`src/verilog/vss_pkg.sv`:
```
// Purpose: constants for the video sync status and control register bank
// Assumes: registers are 12 bits wide, one aligned 32-bit word each on AXI4-Lite
// Notes: word indices are kept as printed; byte address is four times the index
// What this block does
// - write-only 12-bit autolock threshold, reset 400; zero disables, nonzero starts locking automatically.
// - general control bit 3 forces the vertical timing standard instead of detection.
// - general control bit 9 disables flywheel interlace; the control word resets to zero.
// - vertical free-run runs when force bit is one and flywheel disable bit is zero.
// - status word bit 0 vertical lock, bit 1 horizontal lock, bit 2 no signal.
// - status bits 3..6 report amplitude killer, its disable, ident killer, its disable.
// - status bit 7 interlace, bit 8 no vertical sync, bit 9 spurious vertical sync.
// - lines-per-field word reads 312 for 625-line standards and 262 for 525-line.
// - 12-bit field counter counts each field; a software write sets a new start value.
// - read-only 12-bit sync amplitude (nominal 768) and burst amplitude measurements.
// - firmware version word: revision in bits 7:0, release in bits 11:8.
// - copy-protect status: bit 0 gain-control pulses found, bit 1 pseudo sync found.
// - copy-protect window first line register, read/write, resets to line 6.
// - copy-protect window last line register, read/write, resets to line 15.
`default_nettype none
package vss_pkg;
   localparam int VSS_AW = 12;
   localparam int VSS_DW = 32;
   localparam int VSS_RW = 12;
   localparam int VSS_IW = 10;
   // register word indices
   localparam logic [9:0]  IDX_GEN_CTRL   = 10'h012;
   localparam logic [9:0]  IDX_STD_STATUS = 10'h013;
   localparam logic [9:0]  IDX_FIELD_CNT  = 10'h015;
   localparam logic [9:0]  IDX_BURST_AMP  = 10'h036;
   localparam logic [9:0]  IDX_SYNC_AMP   = 10'h074;
   localparam logic [9:0]  IDX_AUTOLOCK   = 10'h0B5;
   localparam logic [9:0]  IDX_LINES_PF   = 10'h0CB;
   localparam logic [9:0]  IDX_FW_REV     = 10'h0F0;
   localparam logic [9:0]  IDX_CP_STATUS  = 10'h170;
   localparam logic [9:0]  IDX_CP_FIRST   = 10'h171;
   localparam logic [9:0]  IDX_CP_LAST    = 10'h172;
   localparam logic [9:0]  IDX_IRQ_STATUS = 10'h180;
   localparam logic [9:0]  IDX_IRQ_MASK   = 10'h181;
   // reset values
   localparam logic [11:0] RST_AUTOLOCK   = 12'h190;
   localparam logic [11:0] RST_GEN_CTRL   = 12'h000;
   localparam logic [11:0] RST_CP_FIRST   = 12'h006;
   localparam logic [11:0] RST_CP_LAST    = 12'h00F;
   localparam logic [11:0] RST_FIELD_CNT  = 12'h000;
   localparam logic [3:0]  RST_IRQ_MASK   = 4'h0;
   // general control fields
   localparam int GC_VFORCE = 3;
   localparam int GC_DFLW   = 9;
   // standard recognition status fields
   localparam int ST_VLOCK       = 0;
   localparam int ST_HLOCK       = 1;
   localparam int ST_NO_SIGNAL   = 2;
   localparam int ST_AMP_KILL    = 3;
   localparam int ST_AMP_KILL_DIS= 4;
   localparam int ST_ID_KILL     = 5;
   localparam int ST_ID_KILL_DIS = 6;
   localparam int ST_INTERLACE   = 7;
   localparam int ST_NO_VSYNC    = 8;
   localparam int ST_SPUR_VSYNC  = 9;
   localparam int ST_W           = 10;
   // copy-protect status fields
   localparam int CP_AGC   = 0;
   localparam int CP_PSYNC = 1;
   localparam int CP_W     = 2;
   // lines per field and amplitude reference
   localparam logic [11:0] LINES_625      = 12'h138;
   localparam logic [11:0] LINES_525      = 12'h106;
   localparam logic [11:0] SYNC_AMP_NOM   = 12'h300;
   // firmware version fields
   localparam int FW_REV_LSB = 0;
   localparam int FW_REV_W   = 8;
   localparam int FW_REL_LSB = 8;
   localparam int FW_REL_W   = 4;
   // interrupt status / mask fields
   localparam int IRQ_FIELD    = 0;
   localparam int IRQ_CP       = 1;
   localparam int IRQ_STD_CHG  = 2;
   localparam int IRQ_SIG_LOST = 3;
   localparam int IRQ_W        = 4;
   // bus responses
   localparam logic [1:0]  RESP_OKAY   = 2'h0;
   localparam logic [1:0]  RESP_SLVERR = 2'h2;
endpackage
`default_nettype wire

```
`src/verilog/vss_regs.sv`:
```
// Purpose: video sync status and control register bank on an AXI4-Lite slave
// Assumes: front-end status arrives from another domain and is synchronised here
// Notes: one write and one read in flight; unmapped words answer SLVERR
//
// Implementation choice: the AXI4-Lite slave port.
`timescale 1ns/1ps
`default_nettype none
module vss_regs #(
   parameter int FW_REVISION = 8'h01,  // arbitrary value
   parameter int FW_RELEASE  = 4'h1    // arbitrary value
) (
   // clock and reset
   input  wire logic                        aclk,
   input  wire logic                        aresetn,
   // axi4-lite write address
   input  wire logic                        awvalid,
   output logic                             awready,
   input  wire logic [vss_pkg::VSS_AW-1:0]  awaddr,
   input  wire logic [2:0]                  awprot,
   // axi4-lite write data
   input  wire logic                        wvalid,
   output logic                             wready,
   input  wire logic [vss_pkg::VSS_DW-1:0]  wdata,
   input  wire logic [3:0]                  wstrb,
   // axi4-lite write response
   output logic                             bvalid,
   input  wire logic                        bready,
   output logic [1:0]                       bresp,
   // axi4-lite read address
   input  wire logic                        arvalid,
   output logic                             arready,
   input  wire logic [vss_pkg::VSS_AW-1:0]  araddr,
   input  wire logic [2:0]                  arprot,
   // axi4-lite read data
   output logic                             rvalid,
   input  wire logic                        rready,
   output logic [vss_pkg::VSS_DW-1:0]       rdata,
   output logic [1:0]                       rresp,
   // front-end recognition levels
   input  wire logic [vss_pkg::ST_W-1:0]    std_flags,
   input  wire logic                        std_525,
   input  wire logic                        field_toggle,
   input  wire logic [vss_pkg::VSS_RW-1:0]  line_number,
   input  wire logic                        agc_pulse_seen,
   input  wire logic                        pseudo_sync_seen,
   input  wire logic [vss_pkg::VSS_RW-1:0]  sync_amp_in,
   input  wire logic [vss_pkg::VSS_RW-1:0]  burst_amp_in,
   // controls to the firmware processor
   output logic                             autolock_enable,
   output logic [vss_pkg::VSS_RW-1:0]       autolock_threshold,
   output logic                             vertical_force,
   output logic                             flywheel_disable,
   output logic                             vertical_free_run,
   // interrupt
   output logic                             irq
);
   import vss_pkg::*;

   if (FW_REVISION < 0 || FW_REVISION >= (1 << FW_REV_W)) begin : g_chk_rev
      $error("FW_REVISION does not fit its field");
   end
   if (FW_RELEASE < 0 || FW_RELEASE >= (1 << FW_REL_W)) begin : g_chk_rel
      $error("FW_RELEASE does not fit its field");
   end

   localparam int SYW = ST_W + 1 + 1 + VSS_RW + 2 + VSS_RW + VSS_RW;

   // word index of a byte address; low two bits ignored
   function automatic logic [VSS_IW-1:0] word_idx(input logic [VSS_AW-1:0] a);
      return a[VSS_AW-1:2];
   endfunction

   // is this word index one of the mapped registers
   function automatic logic idx_mapped(input logic [VSS_IW-1:0] i);
      case (i)
         IDX_GEN_CTRL, IDX_STD_STATUS, IDX_FIELD_CNT, IDX_BURST_AMP,
         IDX_SYNC_AMP, IDX_AUTOLOCK, IDX_LINES_PF, IDX_FW_REV,
         IDX_CP_STATUS, IDX_CP_FIRST, IDX_CP_LAST, IDX_IRQ_STATUS,
         IDX_IRQ_MASK: return 1'b1;
         default:      return 1'b0;
      endcase
   endfunction

   // byte-lane merge of a 12-bit register with the write data
   function automatic logic [VSS_RW-1:0] merge12(input logic [VSS_RW-1:0] old,
                                                 input logic [VSS_DW-1:0] d,
                                                 input logic [3:0]        s);
      logic [VSS_RW-1:0] r;
      r = old;
      if (s[0]) begin
         r[7:0] = d[7:0];
      end
      if (s[1]) begin
         r[11:8] = d[11:8];
      end
      return r;
   endfunction

   // synchronised front-end levels
   logic [SYW-1:0]    sync_vec;
   logic [ST_W-1:0]   st_s;
   logic              std525_s;
   logic              field_s;
   logic [VSS_RW-1:0] line_s;
   logic              agc_s;
   logic              psync_s;
   logic [VSS_RW-1:0] samp_s;
   logic [VSS_RW-1:0] bamp_s;

   vss_sync #(
      .W        (SYW)
   ) u_sync (
      .aclk     (aclk),
      .aresetn  (aresetn),
      .async_in ({std_flags, std_525, field_toggle, line_number,
                  agc_pulse_seen, pseudo_sync_seen, sync_amp_in, burst_amp_in}),
      .sync_out (sync_vec)
   );

   // measurements are slow-moving, so a torn word is at worst one sample off
   assign {st_s, std525_s, field_s, line_s, agc_s, psync_s, samp_s, bamp_s} = sync_vec;

   // register state
   logic [VSS_RW-1:0] autolock_ff;
   logic [VSS_RW-1:0] gen_ctrl_ff;
   logic [VSS_RW-1:0] field_cnt_ff;
   logic [VSS_RW-1:0] cp_first_ff;
   logic [VSS_RW-1:0] cp_last_ff;
   logic [ST_W-1:0]   std_status_ff;
   logic [VSS_RW-1:0] lines_pf_ff;
   logic [VSS_RW-1:0] sync_amp_ff;
   logic [VSS_RW-1:0] burst_amp_ff;
   logic [CP_W-1:0]   cp_acc_ff;
   logic [CP_W-1:0]   cp_status_ff;
   logic              field_d_ff;
   logic [IRQ_W-1:0]  irq_status_ff;
   logic [IRQ_W-1:0]  irq_mask_ff;
   logic              irq_ff;

   // bus state
   logic              awready_ff;
   logic              wready_ff;
   logic              aw_held_ff;
   logic              w_held_ff;
   logic [VSS_AW-1:0] aw_addr_ff;
   logic [VSS_DW-1:0] w_data_ff;
   logic [3:0]        w_strb_ff;
   logic              bvalid_ff;
   logic [1:0]        bresp_ff;
   logic              arready_ff;
   logic              rvalid_ff;
   logic [VSS_DW-1:0] rdata_ff;
   logic [1:0]        rresp_ff;

   // decoded strobes
   logic              do_write;
   logic [VSS_IW-1:0] w_idx;
   logic              rd_take;
   logic [VSS_IW-1:0] r_idx;
   logic              field_tick;
   logic              in_window;
   logic [CP_W-1:0]   cp_hit;
   logic [IRQ_W-1:0]  irq_events;
   logic [VSS_RW-1:0] rd_word;

   assign do_write   = aw_held_ff & w_held_ff & ~bvalid_ff;
   assign w_idx      = word_idx(aw_addr_ff);
   assign rd_take    = arvalid & arready_ff;
   assign r_idx      = word_idx(araddr);
   assign field_tick = field_s ^ field_d_ff;

   // ---------------- write channels ----------------
   // address and data are taken independently, in either order
   always_ff @(posedge aclk) begin
      if (!aresetn) begin
         awready_ff <= 1'b0;
         aw_held_ff <= 1'b0;
         aw_addr_ff <= '0;
      end else if (awvalid && awready_ff) begin
         awready_ff <= 1'b0;
         aw_held_ff <= 1'b1;
         aw_addr_ff <= awaddr;
      end else if (do_write) begin
         aw_held_ff <= 1'b0;
      end else if (!aw_held_ff && !bvalid_ff) begin
         awready_ff <= 1'b1;
      end
   end

   always_ff @(posedge aclk) begin
      if (!aresetn) begin
         wready_ff <= 1'b0;
         w_held_ff <= 1'b0;
         w_data_ff <= '0;
         w_strb_ff <= 4'h0;
      end else if (wvalid && wready_ff) begin
         wready_ff <= 1'b0;
         w_held_ff <= 1'b1;
         w_data_ff <= wdata;
         w_strb_ff <= wstrb;
      end else if (do_write) begin
         w_held_ff <= 1'b0;
      end else if (!w_held_ff && !bvalid_ff) begin
         wready_ff <= 1'b1;
      end
   end

   // response one cycle after both halves are held
   always_ff @(posedge aclk) begin
      if (!aresetn) begin
         bvalid_ff <= 1'b0;
         bresp_ff  <= RESP_OKAY;
      end else if (do_write) begin
         bvalid_ff <= 1'b1;
         bresp_ff  <= idx_mapped(w_idx) ? RESP_OKAY : RESP_SLVERR;
      end else if (bvalid_ff && bready) begin
         bvalid_ff <= 1'b0;
      end
   end

   // ---------------- read channel ----------------
   // read-only words ignore writes; write-only threshold reads as zero
   always_comb begin
      rd_word = '0;
      case (r_idx)
         IDX_GEN_CTRL:   rd_word = gen_ctrl_ff;
         IDX_STD_STATUS: rd_word = {{(VSS_RW-ST_W){1'b0}}, std_status_ff};
         IDX_FIELD_CNT:  rd_word = field_cnt_ff;
         IDX_BURST_AMP:  rd_word = burst_amp_ff;
         IDX_SYNC_AMP:   rd_word = sync_amp_ff;
         IDX_LINES_PF:   rd_word = lines_pf_ff;
         IDX_FW_REV:     rd_word = {FW_RELEASE[FW_REL_W-1:0], FW_REVISION[FW_REV_W-1:0]};
         IDX_CP_STATUS:  rd_word = {{(VSS_RW-CP_W){1'b0}}, cp_status_ff};
         IDX_CP_FIRST:   rd_word = cp_first_ff;
         IDX_CP_LAST:    rd_word = cp_last_ff;
         IDX_IRQ_STATUS: rd_word = {{(VSS_RW-IRQ_W){1'b0}}, irq_status_ff};
         IDX_IRQ_MASK:   rd_word = {{(VSS_RW-IRQ_W){1'b0}}, irq_mask_ff};
         default:        rd_word = '0;
      endcase
   end

   // data is captured at the address handshake, so it answers one cycle later
   always_ff @(posedge aclk) begin
      if (!aresetn) begin
         arready_ff <= 1'b0;
         rvalid_ff  <= 1'b0;
         rdata_ff   <= '0;
         rresp_ff   <= RESP_OKAY;
      end else if (rd_take) begin
         arready_ff <= 1'b0;
         rvalid_ff  <= 1'b1;
         rdata_ff   <= {{(VSS_DW-VSS_RW){1'b0}}, rd_word};
         rresp_ff   <= idx_mapped(r_idx) ? RESP_OKAY : RESP_SLVERR;
      end else if (rvalid_ff && rready) begin
         rvalid_ff  <= 1'b0;
      end else if (!rvalid_ff) begin
         arready_ff <= 1'b1;
      end
   end

   // ---------------- control registers ----------------
   // threshold is write-only; any nonzero value arms automatic locking
   always_ff @(posedge aclk) begin
      if (!aresetn) begin
         autolock_ff <= RST_AUTOLOCK;
      end else if (do_write && w_idx == IDX_AUTOLOCK) begin
         autolock_ff <= merge12(autolock_ff, w_data_ff, w_strb_ff);
      end
   end

   // whole word is stored so reserved groups read back for read-modify-write
   always_ff @(posedge aclk) begin
      if (!aresetn) begin
         gen_ctrl_ff <= RST_GEN_CTRL;
      end else if (do_write && w_idx == IDX_GEN_CTRL) begin
         gen_ctrl_ff <= merge12(gen_ctrl_ff, w_data_ff, w_strb_ff);
      end
   end

   // copy-protect window limits
   always_ff @(posedge aclk) begin
      if (!aresetn) begin
         cp_first_ff <= RST_CP_FIRST;
         cp_last_ff  <= RST_CP_LAST;
      end else if (do_write) begin
         if (w_idx == IDX_CP_FIRST) begin
            cp_first_ff <= merge12(cp_first_ff, w_data_ff, w_strb_ff);
         end
         if (w_idx == IDX_CP_LAST) begin
            cp_last_ff <= merge12(cp_last_ff, w_data_ff, w_strb_ff);
         end
      end
   end

   // interrupt mask
   always_ff @(posedge aclk) begin
      if (!aresetn) begin
         irq_mask_ff <= RST_IRQ_MASK;
      end else if (do_write && w_idx == IDX_IRQ_MASK && w_strb_ff[0]) begin
         irq_mask_ff <= w_data_ff[IRQ_W-1:0];
      end
   end

   // control outputs are registered copies of the decoded bits
   always_ff @(posedge aclk) begin
      if (!aresetn) begin
         autolock_enable    <= 1'b0;
         autolock_threshold <= '0;
         vertical_force     <= 1'b0;
         flywheel_disable   <= 1'b0;
         vertical_free_run  <= 1'b0;
      end else begin
         autolock_enable    <= |autolock_ff;
         autolock_threshold <= autolock_ff;
         vertical_force     <= gen_ctrl_ff[GC_VFORCE];
         flywheel_disable   <= gen_ctrl_ff[GC_DFLW];
         vertical_free_run  <= gen_ctrl_ff[GC_VFORCE] & ~gen_ctrl_ff[GC_DFLW];
      end
   end

   // ---------------- status capture ----------------
   // recognition flags, lines per field and amplitudes follow the front end
   always_ff @(posedge aclk) begin
      if (!aresetn) begin
         std_status_ff <= '0;
         lines_pf_ff   <= LINES_625;
         sync_amp_ff   <= '0;
         burst_amp_ff  <= '0;
      end else begin
         std_status_ff <= st_s;
         lines_pf_ff   <= std525_s ? LINES_525 : LINES_625;
         sync_amp_ff   <= samp_s;
         burst_amp_ff  <= bamp_s;
      end
   end

   // field edge: a toggle crosses safely where a short pulse could be missed
   always_ff @(posedge aclk) begin
      if (!aresetn) begin
         field_d_ff <= 1'b0;
      end else begin
         field_d_ff <= field_s;
      end
   end

   // a software write wins over a field tick in the same cycle
   always_ff @(posedge aclk) begin
      if (!aresetn) begin
         field_cnt_ff <= RST_FIELD_CNT;
      end else if (do_write && w_idx == IDX_FIELD_CNT) begin
         field_cnt_ff <= merge12(field_cnt_ff, w_data_ff, w_strb_ff);
      end else if (field_tick) begin
         field_cnt_ff <= field_cnt_ff + 12'h001;
      end
   end

   // ---------------- copy-protect detection ----------------
   assign in_window = (line_s >= cp_first_ff) && (line_s <= cp_last_ff);
   assign cp_hit    = {psync_s, agc_s} & {CP_W{in_window}};

   // hits gather over one field and are published at the field edge
   always_ff @(posedge aclk) begin
      if (!aresetn) begin
         cp_acc_ff    <= '0;
         cp_status_ff <= '0;
      end else if (field_tick) begin
         cp_acc_ff    <= '0;
         cp_status_ff <= cp_acc_ff | cp_hit;
      end else begin
         cp_acc_ff    <= cp_acc_ff | cp_hit;
      end
   end

   // ---------------- interrupts ----------------
   assign irq_events[IRQ_FIELD]    = field_tick;
   assign irq_events[IRQ_CP]       = |cp_hit;
   assign irq_events[IRQ_STD_CHG]  = (st_s != std_status_ff);
   assign irq_events[IRQ_SIG_LOST] = st_s[ST_NO_SIGNAL] & ~std_status_ff[ST_NO_SIGNAL];

   // sticky bits clear on read; a new event in the clearing cycle still sets
   always_ff @(posedge aclk) begin
      if (!aresetn) begin
         irq_status_ff <= '0;
      end else if (rd_take && r_idx == IDX_IRQ_STATUS) begin
         irq_status_ff <= irq_events;
      end else begin
         irq_status_ff <= irq_status_ff | irq_events;
      end
   end

   // level output, one cycle behind the status it reflects
   always_ff @(posedge aclk) begin
      if (!aresetn) begin
         irq_ff <= 1'b0;
      end else begin
         irq_ff <= |(irq_status_ff & irq_mask_ff);
      end
   end

   // bus outputs straight from flip-flops
   assign awready = awready_ff;
   assign wready  = wready_ff;
   assign bvalid  = bvalid_ff;
   assign bresp   = bresp_ff;
   assign arready = arready_ff;
   assign rvalid  = rvalid_ff;
   assign rdata   = rdata_ff;
   assign rresp   = rresp_ff;
   assign irq     = irq_ff;

   // protection bits carry no meaning for this bank
   logic unused_prot;
   assign unused_prot = ^{awprot, arprot, w_data_ff[VSS_DW-1:VSS_RW], w_strb_ff[3:2]};
endmodule
`default_nettype wire

```
`src/verilog/vss_sync.sv`:
```
// Purpose: two-stage synchroniser for a vector of front-end levels
// Assumes: each bit is a level held long against the clock period
// Notes: multi-bit words are not coherent across the crossing; see top
`timescale 1ns/1ps
`default_nettype none
module vss_sync #(
   parameter int W = 1
) (
   // clock and reset
   input  wire logic         aclk,
   input  wire logic         aresetn,
   // levels
   input  wire logic [W-1:0] async_in,
   output logic      [W-1:0] sync_out
);
   logic [W-1:0] meta_ff;
   logic [W-1:0] sync_ff;

   // first stage is read only by the second stage
   always_ff @(posedge aclk) begin
      if (!aresetn) begin
         meta_ff <= '0;
         sync_ff <= '0;
      end else begin
         meta_ff <= async_in;
         sync_ff <= meta_ff;
      end
   end

   assign sync_out = sync_ff;
endmodule
`default_nettype wire

```
`config.mk`:
```
export PLATFORM = sky130hd
export DESIGN_NAME = vss_regs
export DESIGN_NICKNAME = d
export VERILOG_FILES = /design/src/verilog/vss_pkg.sv /design/src/verilog/vss_regs.sv /design/src/verilog/vss_sync.sv
export SDC_FILE = /design/constraint.sdc
export NUM_CORES = 1
export LEC_CHECK = 0
export BUFFER_PORTS_ARGS = -buffer_cell sky130_fd_sc_hd__buf_4
export CELL_PAD_IN_SITES_DETAIL_PLACEMENT = 2
export CELL_PAD_IN_SITES_GLOBAL_PLACEMENT = 2
export CORE_MARGIN = 3
export CORE_UTILIZATION = 35
export DETAILED_ROUTE_END_ITERATION = 12
export PLACE_DENSITY_LB_ADDON = 0.1
export SKIP_CTS_REPAIR_TIMING = 1
export SLEW_MARGIN = 15
export SYNTH_ARGS = -nofsm -noshare
export SYNTH_HDL_FRONTEND = slang
export SYNTH_SLANG_ARGS = --single-unit
```
`constraint.sdc`:
```
create_clock -name aclk -period 2.15 [get_ports aclk]
set_input_delay 0.3225 -clock aclk [delete_from_list [all_inputs] [get_ports aclk]]
set_output_delay 0.3225 -clock aclk [all_outputs]
set_load 0.01 [all_outputs]
```
Yosys cells after proc, flatten, opt, wreduce, memory -nomap -nowiden:

Index checks and enable logic that the tools add are counted.

* register bits: 285
* latch bits: 0
* memory bits (writable): 0
* ROM bits: 0
* bits of input ports: 123
* output and inout bits: 58
* word-level logic and storage cells: 154
* memories kept: 0

* add/sub/neg operators: 1
* multipliers: 0
* divide/modulo/power cells: 0
* magnitude comparators: 2
* equal/unequal tests: 29
* shift operators: 0
* mux-type cells: 22
* bitwise gates (word level): 17
* reduce and logical (&&, ||, !) cells: 43

Operators by type and width (count)
* 12-bit case mux with 12 select lines: 1
* 10-bit by 9-bit equality test with 1-bit output (second input constant): 10
* 10-bit by 5-bit equality test with 1-bit output (second input constant): 6
* 10-bit by 8-bit equality test with 1-bit output (second input constant): 6
* 13-bit OR reduction: 2
* 12-bit 2-to-1 mux: 2
* 10-bit by 6-bit equality test with 1-bit output (second input constant): 2
* 10-bit by 7-bit equality test with 1-bit output (second input constant): 2
* 2-bit AND reduction: 9
* 1-bit logical AND: 13
* 1-bit 2-to-1 mux: 13
* 12-bit by 1-bit adder with 12-bit output (second input constant): 1
* 12-bit greater-or-equal comparator: 1
* 12-bit less-or-equal comparator: 1
* 3-bit AND reduction: 4
* 12-bit OR reduction: 1
* 10-bit != test: 1
* 2-bit nonzero test: 5
* 2-bit OR reduction: 5
* 4-bit 2-to-1 mux: 2
* 8-bit 2-to-1 mux: 1
* 1-bit NOT: 7
* 6-bit 2-to-1 mux: 1
* 1-bit AND: 5
* 9 further kinds: 13

Depth between registers and ports, before layout:

* word-level depth: 6
* gate-level depth with buffers: 9
* gate-level depth less buffers: 8

Hierarchy:

From an unflattened synthesis, not the netlist that was laid out.

* cell total of the unflattened synthesis: 1133
* area total of the unflattened synthesis: 10814.1 um^2

By module, submodules not included
* vss_regs: instances 1, cells an instance 923, area each 8025.2 um^2, sequential area each 3423.3 um^2
* vss_sync: instances 1, cells an instance 210, area each 2788.9 um^2, sequential area each 2001.9 um^2

Least setup slack after synthesis:

OpenSTA, ideal clock, no wires.

* path kind: in2reg
* from: input araddr[2] (netlist name)
* to: register rdata_ff[9] (netlist: rdata[9])
* setup time: 121 ps
* arrival time: 1672 ps
* required time: 2029 ps
* path slack: 357 ps
* stages: 8
* buffers on the path: 2
* cell sequence: clkbuf_8 > buf_4 > mux2_2 > a22oi_1 > nor2_1 > a221o_1 > a221oi_1 > o21ai_1

* longest elaborated chain between the ends: 2
* elaborated cells on any way between the ends: 13
* classes of those cells: 12 x eq/ne; 1 x mux

RTL lines
* from (decl): line vss_regs.sv:32 `input wire logic [vss_pkg::VSS_AW-1:0] araddr,`
* 10-bit by 9-bit equality test with 1-bit output (tied with other cells): line vss_regs.sv:225 `case (r_idx)`
* 12-bit case mux with 12 select lines *: line vss_regs.sv:225
* to (signal assigned): line vss_regs.sv:252 `rdata_ff <= {{(VSS_DW-VSS_RW){1'b0}}, rd_word};`
* to (decl): line vss_regs.sv:152 `logic [VSS_DW-1:0] rdata_ff;`

Every way passes the cells marked *; elsewhere a longest branch is shown, timed or not.
A chain may end at the register's enable or synchronous reset.

Final worst setup path:

* from: register aw_addr_ff[6]
* to: register field_cnt_ff[4]

* longest elaborated chain between the ends: 4
* elaborated cells on any way between the ends: 6
* classes of those cells: 2 x eq/ne; 1 x mux; 3 x reduce/logical

RTL lines
* from (decl): line vss_regs.sv:145 `logic [VSS_AW-1:0] aw_addr_ff;`
* from (signal assigned): line vss_regs.sv:182 `aw_addr_ff <= awaddr;`
* 10-bit by 5-bit equality test with 1-bit output *: line vss_regs.sv:350 `end else if (do_write && w_idx == IDX_FIELD_CNT) begin`
* 1-bit logical AND *: line vss_regs.sv:350
* 2-bit != test (no source line) / 2-bit nonzero test (equally long branches)
* 2-bit AND reduction (no source line)
* to (signal assigned): line vss_regs.sv:351 `field_cnt_ff <= merge12(field_cnt_ff, w_data_ff, w_strb_ff);`
* to (signal assigned): line vss_regs.sv:353 `field_cnt_ff <= field_cnt_ff + 12'h001;`
* to (decl): line vss_regs.sv:126 `logic [VSS_RW-1:0] field_cnt_ff;`

Marks and branches as above.

==> metrics.txt <==
number of vias after detailed routing=8777; worst vdd ir=0.5406 mV; CTS root buffer=sky130_fd_sc_hd__clkbuf_16; starting density of the core=0.3596; Hold Path Cell Cnt=3; classification of the worst-slack hold path=in -> reg; flop-to-flop setup slack=0.12 ns; via-per-instance ratio=5.036; pwr dens=829.5 mW/mm²; H-tree depth=1; setup TNS=0 ns; critical path class=reg -> reg; vias in the first global route=9110; slew at the pin closest to its max-slew limit=0.6343 ns; weighted congestion reported at the end of routability-driven placement=0.8422; async set or reset register ratio after synthesis=0; die width=181.4 µm; number of flip-flops and latches in the synthesized netlist=271; internal power consumption=8.789 mW; Switching Share=0.2316; CP arrival=2.48 ns; final routed wirelength across all metal layers=35.79 mm; required arrival time at the worst endpoint=2.60 ns; FILL cells=3191; net load switching power=2.649 mW; achievable clock frequency=0.4920 GHz; 1st-pass router iterations=4; worst hold start=wdata[6]; Placed Instance Area=0.01223 mm²; most frequent cells after synthesis=sky130_fd_sc_hd__dfxtp_1 (271), sky130_fd_sc_hd__and2_1 (161), sky130_fd_sc_hd__nand2_1 (109); ratio of cells with drive above 1 in the final layout=0.1951; average detailed-routed wire length per instance=20.53 µm; Gate power share=0.067; count of buffers from port buffering=126; final critical-path share of the clock period=0.9454; r2r startpoint=aw_addr_ff[6]$_SDFFE_PN0P_; clock group share of total power=0.468; clock latency reported for the late side of the worst-skew pair=0.57 ns; Starting DRT DRC Count=338; wire length of the first global-routing pass=53.11 mm; diode insertion count for antenna repair=0; setup-violating endpoint count in the final report=0; number of hold-slack violations in the final timing report=0; endpoint of the lowest-slack register-to-register path=field_cnt_ff[4]$_SDFFE_PN0P_; count of max-cap constraint violations=0; number of pins exceeding their max-slew limit in the final report=0; number of synthesized flops with an enable pin=0; number of antenna violations at the first check in global routing=0; full die area=0.03292 mm²; core box area=0.02995 mm²; antenna viol nets, final=0; Worst slew margin=0.5771; static power due to leakage=5.614 nW; most frequent cell after synthesis=sky130_fd_sc_hd__dfxtp_1; maximum number of pins on one net before global-route repair=63; area growth from synthesis to final layout=27.98%; total grt overflow=0; Synth area leader=sky130_fd_sc_hd__dfxtp_1; count of cells along the worst register-to-register path=8; summed instance area of the synthesized netlist=0.01077 mm²; category of the worst setup path capture point=flop; number of CTS-inserted buffers=30; time the worst path needs with I/O delays and setup=2.033 ns; Top FF cell, synth=sky130_fd_sc_hd__dfxtp_1; run status=complete, no violations; final instance area=0.01379 mm²; Sequential Power Share=0.464; number of remaining DRC errors=0; TritonCTS clock tree=built; number of core rows=63; hold endpoint=w_data_ff[6]$_SDFFE_PN0P_; synth warn=0; total clock sinks=271; Max Fanout on Critical Path=22; largest clock skew in the final design=0.01369 ns; number of standard cells in the layout, taps in and fillers out=1743; Inst Count DP=1640; Global Route Usage Sum=0.2035; synthesized area divided by synthesized cell count=9.475 µm²; fraction of post-synthesis cell area in the top cell type by area=0.5036; number of instances in the synthesized netlist=1137; final worst-path setup slack=0.1174 ns; clock transition at the registers of the reported paths=0.06 ns; Post-Place Setup Slack=0.05391 ns; Final Net Count=1480; clk buf depth=3; number of primary I/O pins=181; post-detailed-placement half-perimeter wirelength=25.24 mm; Startpoint Class=flop; Distinct cells, synth=79; RSZ-0062 raised after global routing=yes; share of synthesized area occupied by flip-flops and latches=0.5036; die boundary height=181.4 µm; top cells by area, synth=sky130_fd_sc_hd__dfxtp_1 (50%), sky130_fd_sc_hd__and2_1 (9.3%), sky130_fd_sc_hd__nand2_1 (3.8%), sky130_fd_sc_hd__mux2i_1 (3.7%), sky130_fd_sc_hd__a21oi_1 (3.4%); final core utilization=0.4603
registers in the layout (all words and copies together) (netlist names), 10 cells and up:
| signal | count |
|---|---|
| u_sync.meta_ff | 50 |
| u_sync.sync_out | 50 |
| autolock_ff | 12 |
| autolock_threshold | 12 |
| burst_amp_ff | 12 |
| cp_first_ff | 12 |
| cp_last_ff | 12 |
| field_cnt_ff | 12 |
| gen_ctrl_ff | 12 |
| rdata | 12 |
| sync_amp_ff | 12 |
| w_data_ff | 12 |
| aw_addr_ff | 10 |
| std_status_ff | 10 |
per-stage QoR:
step	hold WS (ns)	power, mW
5_1_grt	0.01125	11.88
2_1_floorplan	0.4119	5.773
4_1_cts	-0.07266	11.51
3_3_place_gp	0.4152	6.076
3_5_place_dp	0.4209	6.101
6_report	0.01389	11.44
cells in the final DEF (no fill, tap or decap), types with 10 or more instances in the layout:
master,synthesis,routed
sky130_fd_sc_hd__o21ai_0,23,23
sky130_fd_sc_hd__dlygate4sd3_1,0,49
sky130_fd_sc_hd__buf_4,25,171
sky130_fd_sc_hd__xor2_1,10,10
sky130_fd_sc_hd__nor2_1,77,77
sky130_fd_sc_hd__nand3_1,28,28
sky130_fd_sc_hd__clkbuf_16,0,30
sky130_fd_sc_hd__a21oi_1,74,74
sky130_fd_sc_hd__conb_1,1,22
sky130_fd_sc_hd__ha_1,26,26
sky130_fd_sc_hd__nand4_1,10,10
sky130_fd_sc_hd__inv_1,38,38
sky130_fd_sc_hd__nand2_1,109,109
sky130_fd_sc_hd__mux2i_1,40,40
sky130_fd_sc_hd__dfxtp_1,271,271
sky130_fd_sc_hd__nor3_1,14,13
sky130_fd_sc_hd__and2_1,161,161
sky130_fd_sc_hd__nor4_1,12,10
sky130_fd_sc_hd__a22oi_1,18,18
how the worst max path moves through the flow:
stage	end	slack [ns]	startpoint	cells after the start
5_1_grt	cp_status_ff[0]$_SDFFE_PN0P_	0.0002	cp_last_ff[10]$_SDFFE_PN0P_	8
6_report	field_cnt_ff[4]$_SDFFE_PN0P_	0.12	aw_addr_ff[6]$_SDFFE_PN0P_	8
3_5_place_dp	rdata[11]$_SDFFE_PN0P_	0.05	araddr[8]	8
2_1_floorplan	rdata[9]$_SDFFE_PN0P_	0.36	araddr[2]	8
3_3_place_gp	rdata[0]$_SDFFE_PN0P_	0.07	araddr[8]	8
4_1_cts	cp_status_ff[1]$_SDFFE_PN0P_	0.03	cp_last_ff[10]$_SDFFE_PN0P_	8
logic make-up after synthesis:
logic type	Yosys count	share of synthesized area
mux	46	0.04344
flops	271	0.5036
buf+inv	122	0.05830
fa+ha+maj	26	0.03020
simple gates	473	0.2433
compound gates	186	0.1110
other cells	1	0.0003481
xor+xnor	12	0.009756
area by class of cell:
class | instances | area (µm²) | share of cell area
Multi-Input combinational cell | 765 | 4828 | 0.3502
Tap cell | 390 | 488.0 | 0.03539
Clock inverter | 12 | 158.9 | 0.01153
Sequential cell | 271 | 5425 | 0.3935
Inverter | 39 | 146.4 | 0.01062
Timing Repair Buffer | 224 | 1854 | 0.1345
Clock buffer | 42 | 885.9 | 0.06425
power by group through the flow:
stage / Sequential (mW) / Combinational [mW] / Clock [mW]
2_1_floorplan: 5.36 / 0.414 / 0
3_3_place_gp: 5.41 / 0.664 / 0
3_5_place_dp: 5.42 / 0.683 / 0
4_1_cts: 5.31 / 0.691 / 5.51
5_1_grt: 5.32 / 0.864 / 5.69
6_report: 5.31 / 0.771 / 5.36
per-layer routing:
layer	vias to the layer above	part of all wire	GRT usage
met4	0	0.017	0.04266
met5	-	0	0
met3	39	0.041	0.02584
met1	4348	0.44	0.2734
li1	4231	-	-
met2	159	0.50	0.3524
worst max-delay path, stage by stage (launching register included):
cell and delay [ns]:
sky130_fd_sc_hd__dfxtp_1 0.40, sky130_fd_sc_hd__buf_4 0.17, sky130_fd_sc_hd__nor3b_2 0.29, sky130_fd_sc_hd__and4_1 0.25
sky130_fd_sc_hd__buf_4 0.26, sky130_fd_sc_hd__nor2_1 0.09, sky130_fd_sc_hd__o21ai_0 0.18, sky130_fd_sc_hd__o21ai_0 0.12
sky130_fd_sc_hd__and2_1 0.16
Power figures use the tool's default switching activity.
